`config.mk`:
```
export PLATFORM = sky130hd
export DESIGN_NAME = dtce_engine
export DESIGN_NICKNAME = d
export VERILOG_FILES = /design/src/rtl/dtce_seq_div.v /design/src/rtl/dtce_engine.v
export VERILOG_INCLUDE_DIRS = /design/src /design/src/rtl
export SDC_FILE = /design/constraint.sdc
export NUM_CORES = 1
export LEC_CHECK = 0
export BUFFER_PORTS_ARGS = -buffer_cell sky130_fd_sc_hd__buf_2
export CELL_PAD_IN_SITES_DETAIL_PLACEMENT = 0
export CELL_PAD_IN_SITES_GLOBAL_PLACEMENT = 2
export CORE_MARGIN = 2
export CORE_UTILIZATION = 38
export DETAILED_ROUTE_END_ITERATION = 8
export GPL_TIMING_DRIVEN = 0
export PLACE_DENSITY_LB_ADDON = 0.12
export SETUP_SLACK_MARGIN = 0.05
export SYNTH_ARGS = -nofsm -noshare
export SYNTH_HDL_FRONTEND = slang
export SYNTH_SLANG_ARGS = --single-unit
```
`constraint.sdc`:
```
create_clock -name pclk -period 5.84 [get_ports pclk]
set_clock_uncertainty 0.2 [all_clocks]
set_input_delay 1.168 -clock pclk [delete_from_list [all_inputs] [get_ports pclk]]
set_output_delay 1.168 -clock pclk [all_outputs]
set_load 0.005 [all_outputs]
```
`src/rtl/dtce_defs.vh`:
```
/*
  constants for the die temperature command engine: register offsets,
  status layout, key bytes, command codes, status codes, timing counts.
  assumes it is included by bare name from the rtl files.
*/
`ifndef DTCE_DEFS_VH
`define DTCE_DEFS_VH

// apb byte offsets
`define DTCE_OFF_CPU_DATA    12'h000
`define DTCE_OFF_DMA_DATA    12'h004
`define DTCE_OFF_STATUS      12'h008
`define DTCE_OFF_SENSOR_CFG  12'h00c
`define DTCE_OFF_SEQ_CTRL    12'h010

// status register fields
`define DTCE_SR_READY_BIT    0
`define DTCE_SR_IDLE_BIT     1
`define DTCE_SR_CODE_LSB     2

// key bytes
`define DTCE_KEY1            8'hb6
`define DTCE_KEY2_BASE       8'hd3

// command codes
`define DTCE_CMD_GET_TEMP    8'h0e
`define DTCE_CMD_SETUP       8'h11
`define DTCE_CMD_DISABLE     8'h12

// status codes
`define DTCE_ST_OK           6'h00
`define DTCE_ST_BAD_KEY      6'h02
`define DTCE_ST_BAD_CMD      6'h0b
`define DTCE_ST_BAD_PARAM    6'h0d
`define DTCE_ST_ROUTED       6'h0e

// averaging limits
`define DTCE_MAX_EXP         8'h05

// cycles per converter sample
`define DTCE_SAMPLE_CYCLES   8'h10

// reset values
`define DTCE_RST_STATUS      8'h02

`endif

```
`src/rtl/dtce_seq_div.v`:
```
/*
  element-matching sequencer clock divider and mirror path counter.
  assumes pclk stands in for the controller clock; the tick rate is
  pclk / (divisor + 1), and the path index advances once per tick.
*/
`timescale 1ns/1ps
module dtce_seq_div
(
  input  wire       pclk,
  input  wire       presetn,
  input  wire       run,
  input  wire       freeze,
  input  wire [7:0] divisor,
  output reg        seq_tick,
  output reg  [2:0] mirror_path
);

  reg [7:0] cnt_q; // divider count

  // divider: tick every divisor+1 cycles, held off when stopped
  always @(posedge pclk or negedge presetn)
  begin
    if (!presetn)
    begin
      cnt_q       <= 8'h00;
      seq_tick    <= 1'b0;
      mirror_path <= 3'h0;
    end
    else if (!run || freeze)
    begin
      // frozen: no cycling, path held
      cnt_q    <= 8'h00;
      seq_tick <= 1'b0;
    end
    else if (cnt_q >= divisor)
    begin
      cnt_q       <= 8'h00;
      seq_tick    <= 1'b1;
      mirror_path <= mirror_path + 3'h1; // eight paths wrap
    end
    else
    begin
      cnt_q    <= cnt_q + 8'h01;
      seq_tick <= 1'b0;
    end
  end

endmodule // dtce_seq_div

```
`src/rtl/dtce_engine.v`:
```
/*
  apb slave holding the cpu and dma command ports and the status
  register, with the command interpreter for the temperature sensor.
  assumes a 32-bit apb master on pclk; converter samples arrive on
  adc_data with adc_valid as a same-clock one-cycle pulse.
*/
// The APB interface to the registers and the placing of the registers were decided locally.
`timescale 1ns/1ps
`include "dtce_defs.vh"

// Overview of operation
// - every command starts with key 0xb6
// - second key is 0xd3 plus command
// - idle clears on key1, sets on end
// - bytes written while busy are ignored
// - answer through port that took command
// - bad key or param: no execute, report
// - status code bits 7:2, defined values
// - report 0x0e while output routed out
// - get temp returns sign then magnitude
// - exponent 0..5 averages up to 32 samples
// - ready set per byte, cleared on read
// - setup routes sensor, stops converter
// - bias select picks low or high current
// - freeze stops sequencer cycling
// - sequencer clock is divisor plus one
// - curvature compensation on when one
// - disable command frees analog line
module dtce_engine
(
  input  wire        pclk,
  input  wire        presetn,
  input  wire        psel,
  input  wire        penable,
  input  wire        pwrite,
  input  wire [11:0] paddr,
  input  wire [31:0] pwdata,
  output reg  [31:0] prdata,
  output wire        pready,
  output wire        pslverr,
  input  wire [9:0]  adc_data,
  input  wire        adc_valid,
  output reg         adc_enable,
  output reg         sensor_routed,
  output reg         bias_high,
  output reg         curv_comp_en,
  output wire        seq_tick,
  output wire [2:0]  mirror_path
);

  // state codes
  localparam [3:0] S_IDLE   = 4'h0; // waiting for key1
  localparam [3:0] S_KEY2   = 4'h1; // expecting second key
  localparam [3:0] S_CODE   = 4'h2; // expecting command code
  localparam [3:0] S_P_EXP  = 4'h3; // get temp exponent
  localparam [3:0] S_P_BIAS = 4'h4; // setup bias select
  localparam [3:0] S_P_FRZ  = 4'h5; // setup freeze
  localparam [3:0] S_P_DIV  = 4'h6; // setup divisor
  localparam [3:0] S_P_CURV = 4'h7; // setup curvature
  localparam [3:0] S_CONV   = 4'h8; // sampling
  localparam [3:0] S_SIGN   = 4'h9; // sign byte waiting
  localparam [3:0] S_MAG    = 4'ha; // magnitude byte waiting

  reg [3:0]  state_q;        // interpreter state
  reg [7:0]  key2_q;         // captured second key
  reg        port_dma_q;     // command came in on dma port
  reg [5:0]  code_q;         // status code field
  reg        ready_q;        // result-ready flag
  reg [7:0]  out_byte_q;     // response byte
  reg [2:0]  exp_q;          // sample count exponent
  reg [5:0]  samp_left_q;    // samples still to take
  reg [15:0] acc_q;          // sample accumulator
  reg [7:0]  mag_q;          // averaged magnitude
  reg        frz_q;          // sequencer freeze
  reg [7:0]  div_q;          // sequencer divisor
  reg        bias_p_q;       // pending bias select
  reg        frz_p_q;        // pending freeze
  reg [7:0]  div_p_q;        // pending divisor
  reg        offset_sign_q;  // sw: result sign when no offset

  wire idle = (state_q == S_IDLE);

  // apb decode; zero wait, never errors
  assign pready  = 1'b1;
  assign pslverr = 1'b0;

  wire wr_acc = psel & penable & pwrite;
  wire rd_acc = psel & penable & ~pwrite;

  wire hit_cpu = (paddr == `DTCE_OFF_CPU_DATA);
  wire hit_dma = (paddr == `DTCE_OFF_DMA_DATA);
  wire byte_wr = wr_acc & (hit_cpu | hit_dma);
  wire [7:0] wb = pwdata[7:0];

  // reading the port that owns the command consumes the byte
  wire own_rd = rd_acc & ready_q &
                ((hit_cpu & ~port_dma_q) | (hit_dma & port_dma_q));

  // key check against the command code
  // carry out of the key sum is dropped on purpose
  wire [8:0] key_sum  = {1'b0, `DTCE_KEY2_BASE} + {1'b0, wb};
  wire [7:0] key_want = key_sum[7:0];

  wire [7:0] status_byte = {code_q, idle, ready_q};

  // averaged value: shift by exponent, 0 skips averaging
  wire [15:0] avg = acc_q >> exp_q;

  // read data mux
  always @*
  begin
    prdata = 32'h0000_0000; // unmapped reads zero
    if ((hit_cpu && !port_dma_q) || (hit_dma && port_dma_q))
    begin
      prdata[7:0] = out_byte_q;
    end
    else if (paddr == `DTCE_OFF_STATUS)
    begin
      prdata[7:0] = status_byte;
    end
    else if (paddr == `DTCE_OFF_SENSOR_CFG)
    begin
      prdata[3:0] = {offset_sign_q, curv_comp_en, bias_high,
                     sensor_routed};
    end
    else if (paddr == `DTCE_OFF_SEQ_CTRL)
    begin
      prdata[11:0] = {mirror_path, frz_q, div_q};
    end
  end

  // sign configuration written by software
  always @(posedge pclk or negedge presetn)
  begin
    if (!presetn)
    begin
      offset_sign_q <= 1'b1;
    end
    else if (wr_acc && paddr == `DTCE_OFF_SENSOR_CFG)
    begin
      offset_sign_q <= pwdata[3];
    end
  end

  // command interpreter
  always @(posedge pclk or negedge presetn)
  begin
    if (!presetn)
    begin
      state_q       <= S_IDLE;
      key2_q        <= 8'h00;
      port_dma_q    <= 1'b0;
      code_q        <= `DTCE_ST_OK;
      ready_q       <= 1'b0;
      out_byte_q    <= 8'h00;
      exp_q         <= 3'h0;
      samp_left_q   <= 6'h00;
      acc_q         <= 16'h0000;
      mag_q         <= 8'h00;
      frz_q         <= 1'b1;
      div_q         <= 8'h00;
      bias_p_q      <= 1'b0;
      frz_p_q       <= 1'b0;
      div_p_q       <= 8'h00;
      adc_enable    <= 1'b1;
      sensor_routed <= 1'b0;
      bias_high     <= 1'b0;
      curv_comp_en  <= 1'b0;
    end
    else
    begin
      case (state_q)
        S_IDLE:
        begin
          // only key1 opens a command; code holds until then
          if (byte_wr && wb == `DTCE_KEY1)
          begin
            state_q    <= S_KEY2;
            port_dma_q <= hit_dma;
            code_q     <= `DTCE_ST_OK;
          end
        end
        S_KEY2:
        begin
          if (byte_wr)
          begin
            key2_q  <= wb;
            state_q <= S_CODE;
          end
        end
        S_CODE:
        begin
          if (byte_wr)
          begin
            if (key2_q != key_want)
            begin
              code_q  <= `DTCE_ST_BAD_KEY;
              state_q <= S_IDLE;
            end
            else if (wb == `DTCE_CMD_GET_TEMP)
            begin
              state_q <= S_P_EXP;
            end
            else if (wb == `DTCE_CMD_SETUP)
            begin
              state_q <= S_P_BIAS;
            end
            else if (wb == `DTCE_CMD_DISABLE)
            begin
              // no parameters, frees line, restarts converter
              sensor_routed <= 1'b0;
              adc_enable    <= 1'b1;
              curv_comp_en  <= 1'b0;
              code_q        <= `DTCE_ST_OK;
              state_q       <= S_IDLE;
            end
            else
            begin
              code_q  <= `DTCE_ST_BAD_CMD;
              state_q <= S_IDLE;
            end
          end
        end
        S_P_EXP:
        begin
          if (byte_wr)
          begin
            if (wb > `DTCE_MAX_EXP)
            begin
              code_q  <= `DTCE_ST_BAD_PARAM;
              state_q <= S_IDLE;
            end
            else if (sensor_routed)
            begin
              code_q  <= `DTCE_ST_ROUTED;
              state_q <= S_IDLE;
            end
            else
            begin
              exp_q       <= wb[2:0];
              samp_left_q <= 6'h01 << wb[2:0];
              acc_q       <= 16'h0000;
              state_q     <= S_CONV;
            end
          end
        end
        S_P_BIAS:
        begin
          if (byte_wr)
          begin
            bias_p_q <= wb[0];
            state_q  <= (wb > 8'h01) ? S_IDLE : S_P_FRZ;
            if (wb > 8'h01)
            begin
              code_q <= `DTCE_ST_BAD_PARAM;
            end
          end
        end
        S_P_FRZ:
        begin
          if (byte_wr)
          begin
            frz_p_q <= wb[0];
            state_q <= (wb > 8'h01) ? S_IDLE : S_P_DIV;
            if (wb > 8'h01)
            begin
              code_q <= `DTCE_ST_BAD_PARAM;
            end
          end
        end
        S_P_DIV:
        begin
          // any 8-bit divisor is valid
          if (byte_wr)
          begin
            div_p_q <= wb;
            state_q <= S_P_CURV;
          end
        end
        S_P_CURV:
        begin
          if (byte_wr)
          begin
            state_q <= S_IDLE;
            if (wb > 8'h01)
            begin
              code_q <= `DTCE_ST_BAD_PARAM;
            end
            else
            begin
              // settings only commit once all parameters pass
              sensor_routed <= 1'b1;
              adc_enable    <= 1'b0;
              bias_high     <= bias_p_q;
              frz_q         <= frz_p_q;
              div_q         <= div_p_q;
              curv_comp_en  <= wb[0];
              code_q        <= `DTCE_ST_OK;
            end
          end
        end
        S_CONV:
        begin
          // accumulate converter samples, top 8 bits used
          if (adc_valid)
          begin
            acc_q       <= acc_q + {6'h00, adc_data};
            samp_left_q <= samp_left_q - 6'h01;
            if (samp_left_q == 6'h01)
            begin
              state_q <= S_SIGN;
            end
          end
        end
        S_SIGN:
        begin
          // first cycle: present sign byte and raise ready
          if (!ready_q)
          begin
            mag_q      <= avg[9:2];
            out_byte_q <= {7'h00, offset_sign_q};
            ready_q    <= 1'b1;
          end
          else if (own_rd)
          begin
            ready_q <= 1'b0;
            state_q <= S_MAG;
          end
        end
        S_MAG:
        begin
          if (!ready_q)
          begin
            out_byte_q <= mag_q;
            ready_q    <= 1'b1;
          end
          else if (own_rd)
          begin
            ready_q <= 1'b0;
            code_q  <= `DTCE_ST_OK;
            state_q <= S_IDLE;
          end
        end
        default:
        begin
          state_q <= S_IDLE;
        end
      endcase
      // writes while busy fall through each state untouched
    end
  end

  // sequencer runs only while the sensor is routed out
  dtce_seq_div u_seq
  (
    .pclk        (pclk),
    .presetn     (presetn),
    .run         (sensor_routed),
    .freeze      (frz_q),
    .divisor     (div_q),
    .seq_tick    (seq_tick),
    .mirror_path (mirror_path)
  );

endmodule // dtce_engine

```
==> qor.yml <==
cts_resized: 0
rows: 46
chipHeight_um: 131
core_area_mm2: 0.0158
postCtsSetupBuffers: 0
cp_data_arrival_time_ns: 3.01
outcome: "complete, no violations"
wl_per_cell_um: 16.7
dpl_cell_area_mm2: 0.00674
cp.required_ns: 4.47
period_share: 0.750
ys_ff_latch: 95
drv_slew: 0
grt.total_usage: 0.194
cp_max_fo: 10
grt_max_degree: 64
max_freq_mhz: 228
synth_xor_xnor_area_share: 0.0416
clkTransAtPathRegs_ns: 0.06
insertion_delay_ns: 0.35
cts.sinks: 95
final_util: 0.445
finalHoldViolCount: 0
pwr_density_cell_mw_per_mm2: 189
ir_drop_uv: 131
cts_hold_buf: 0
synthArstFlopShare: 1.00
critPathMostFrequentCell: "buf_2"
place_hpwl_mm: 11.9
overflow: 0
final_cells: 930
slew_headroom: 0.324
synth_top_family_by_area: "simple AND/OR/NAND/NOR gates"
critPathSlowestCell: "clkbuf_1"
hold_path.class: "register to register"
cp-start-kind: "input port"
path_buf_inv: 3
syn_avg_cell_area_um2: 9.76
area_growth_pct: 15.1
clockRootBuffer: "clkbuf_16"
initial_core_util: 0.387
synth_edf_count: 0
dieArea_mm2: 0.0171
ios: 102
worstMarginPinSlew_ns: 1.01
synth_compound_area_frac: 0.139
syn_area_mm2: 0.00610
critical_path_class: "input port to output port"
final_nets: 798
antenna_found_initial: 0
die_x_um: 131
fin_setup_tns_ns: 0
endpoint_kind: "output port"
drive_above_1_share: 0.223
yosys.area_share.simple: 0.169
yosysSeqAreaShare: 0.390
fin_crit_ns: 4.38
grt_pass1_vias: 4827
final_cell_area_mm2: 0.00702
vias: 4759
port_buffers: 52
synth_warnings: 0
route.detailed.drc: 0
gp_congestion: 0.840
worstPathCellList: "buf_2 > nor4_1 > and2_1 > and4_1 > clkbuf_1 > a211oi_1 > a21oi_1 > buf_2"
critPathTopFamily: "simple AND/OR/NAND/NOR gates"
cap_violations: 0
htree_levels: 3
num_antenna_cells: 0
setup_violations: 0
cts-buffers-inserted: 9
ant_nets: 0
place_inst: 914
cts_tree: "done"
drt_iter0_drc: 259
routed_wl_mm: 15.5
rsz0062_at_grt: "false"
leakage_nw: 3.19
synth.distinct_cells: 73
slowest_delay_ns: 0.37
synth.area.mux_share: 0.126
synth_fa_ha_area_frac: 0.0607
firstDrtPassIters: 4
grt_pass1_wl_mm: 25.5
synth_cells: 625
clockBufferDepth: 2
synthFlopType: "dfrtp_1"
vias_per_cell: 5.12
-- where the power goes --
group	total, mW	internal (mW)	switching [mW]
Clock	0.578	0.313	0.265
Sequential	0.659	0.658	0.000392
Combinational	0.0925	0.0388	0.0537
-- cell usage after synthesis (all sizes together) (3+ instances only) --
cell type | number | area share
o211ai | 5 | 0.0062
dfrtp | 92 | 0.38
and2 | 14 | 0.014
nand2 | 47 | 0.029
ha | 28 | 0.057
mux4 | 6 | 0.022
xnor2 | 15 | 0.022
xor2 | 14 | 0.020
a22o | 9 | 0.013
nor4 | 8 | 0.014
o21ai | 37 | 0.030
and3 | 7 | 0.0082
or4 | 3 | 0.0037
or3 | 3 | 0.0039
a21o | 5 | 0.0062
a221oi | 3 | 0.0043
nor3b | 3 | 0.0037
nor2 | 49 | 0.031
a21oi | 32 | 0.026
mux2 | 40 | 0.076
inv | 32 | 0.020
buf | 30 | 0.038
and4 | 6 | 0.0090
nand3 | 14 | 0.011
o31ai | 8 | 0.0098
clkbuf | 19 | 0.014
nor3 | 22 | 0.018
o21a | 5 | 0.0062
mux2i | 17 | 0.028
nand2b | 6 | 0.0062
a211oi | 5 | 0.0062
dfstp | 3 | 0.013
-- layout make-up --
| type | instances | area, um2 |
|---|---|---|
| clock inverter | 4 | 31.3 |
| timing repair buffer | 53 | 290 |
| fill | 1608 | 8750 |
| clock buffer | 12 | 256 |
| buffer | 49 | 319 |
| sequential | 95 | 2380 |
| inverter | 32 | 120 |
| multi-input combinational | 469 | 3350 |
| tap | 216 | 270 |
-- cell families (layout without fill, tap and decap cells) --
kind of cell               after synthesis  after routing
other                                    2             22
buffers and inverters                   81            150
xor gates and xnor gates                29             29
muxes                                   63             63
and+or+nand+nor                        195            195
DFF                                     95             95
adders and majority gates               29             29
AOI/OAI and AO/OA                      131            131
-- registers in the layout (all words and copies together), names as in the netlist, 3 cells and up --
name and flops:
acc_q 16, exp_q 3, samp_left_q 6, mag_q 8, out_byte_q 8, state_q 4
u_seq.mirror_path 3, key2_q 8, code_q 4, u_seq.cnt_q 8, div_p_q 8, div_q 8
-- path summary, 6_finish.rpt --
| kind | startpoint | endpoint | slack, ns | cells past startpoint |
|---|---|---|---|---|
| min in group asynchronous | presetn | sensor_routed | 0.59 | 1 |
| min | samp_left_q[1] | samp_left_q[1] | 0.29 | 2 |
| max reg2reg | acc_q[0] | acc_q[10] | 2.68 | 9 |
| min reg2reg | samp_left_q[1] | samp_left_q[1] | 0.29 | 2 |
| max in group asynchronous | presetn | offset_sign_q | 4.11 | 2 |
| max | paddr[7] | prdata[2] | 1.46 | 8 |
-- cell usage in the layout (no fill, tap or decap), types with 15 or more instances in the layout --
cell type / instances
buf_4: 23
dfrtp_1: 92
clkbuf_1: 18
mux2_2: 36
ha_1: 28
mux2i_1: 17
nor2_1: 48
o21ai_0: 37
a21oi_1: 32
xnor2_1: 15
nand2_1: 46
nor3_1: 22
conb_1: 22
buf_2: 52
inv_1: 32
-- metal layers --
metal / up-vias / GRT usage / wire length (um)
met5: - / 0 / 0
met4: 0 / 0.0582 / 200
met3: 15 / 0.0281 / 622
met2: 93 / 0.320 / 7250
met1: 2282 / 0.266 / 7470
li1: 2369 / - / -
-- worst reg2reg max path, stage by stage, from the launching register on --
cell      delay, ns
dfrtp_1        0.39
ha_1           0.22
fa_1           0.41
a21o_1         0.20
a21oi_1        0.20
nand2b_1       0.17
a21oi_1        0.10
o41ai_1        0.80
nor2_1         0.07
mux2_2         0.29
-- through the flow --
step	power, mW	hold slack [ns]	worst slack, ns
final	1.33	0.290	1.46
after global routing	1.38	0.316	1.26
after CTS	1.35	0.293	1.46
after detailed placement	0.765	0.279	1.45
after global placement	0.761	0.271	1.49
after floorplan	0.722	0.247	2.10
Note: power is estimated with default switching activity, not from simulation.
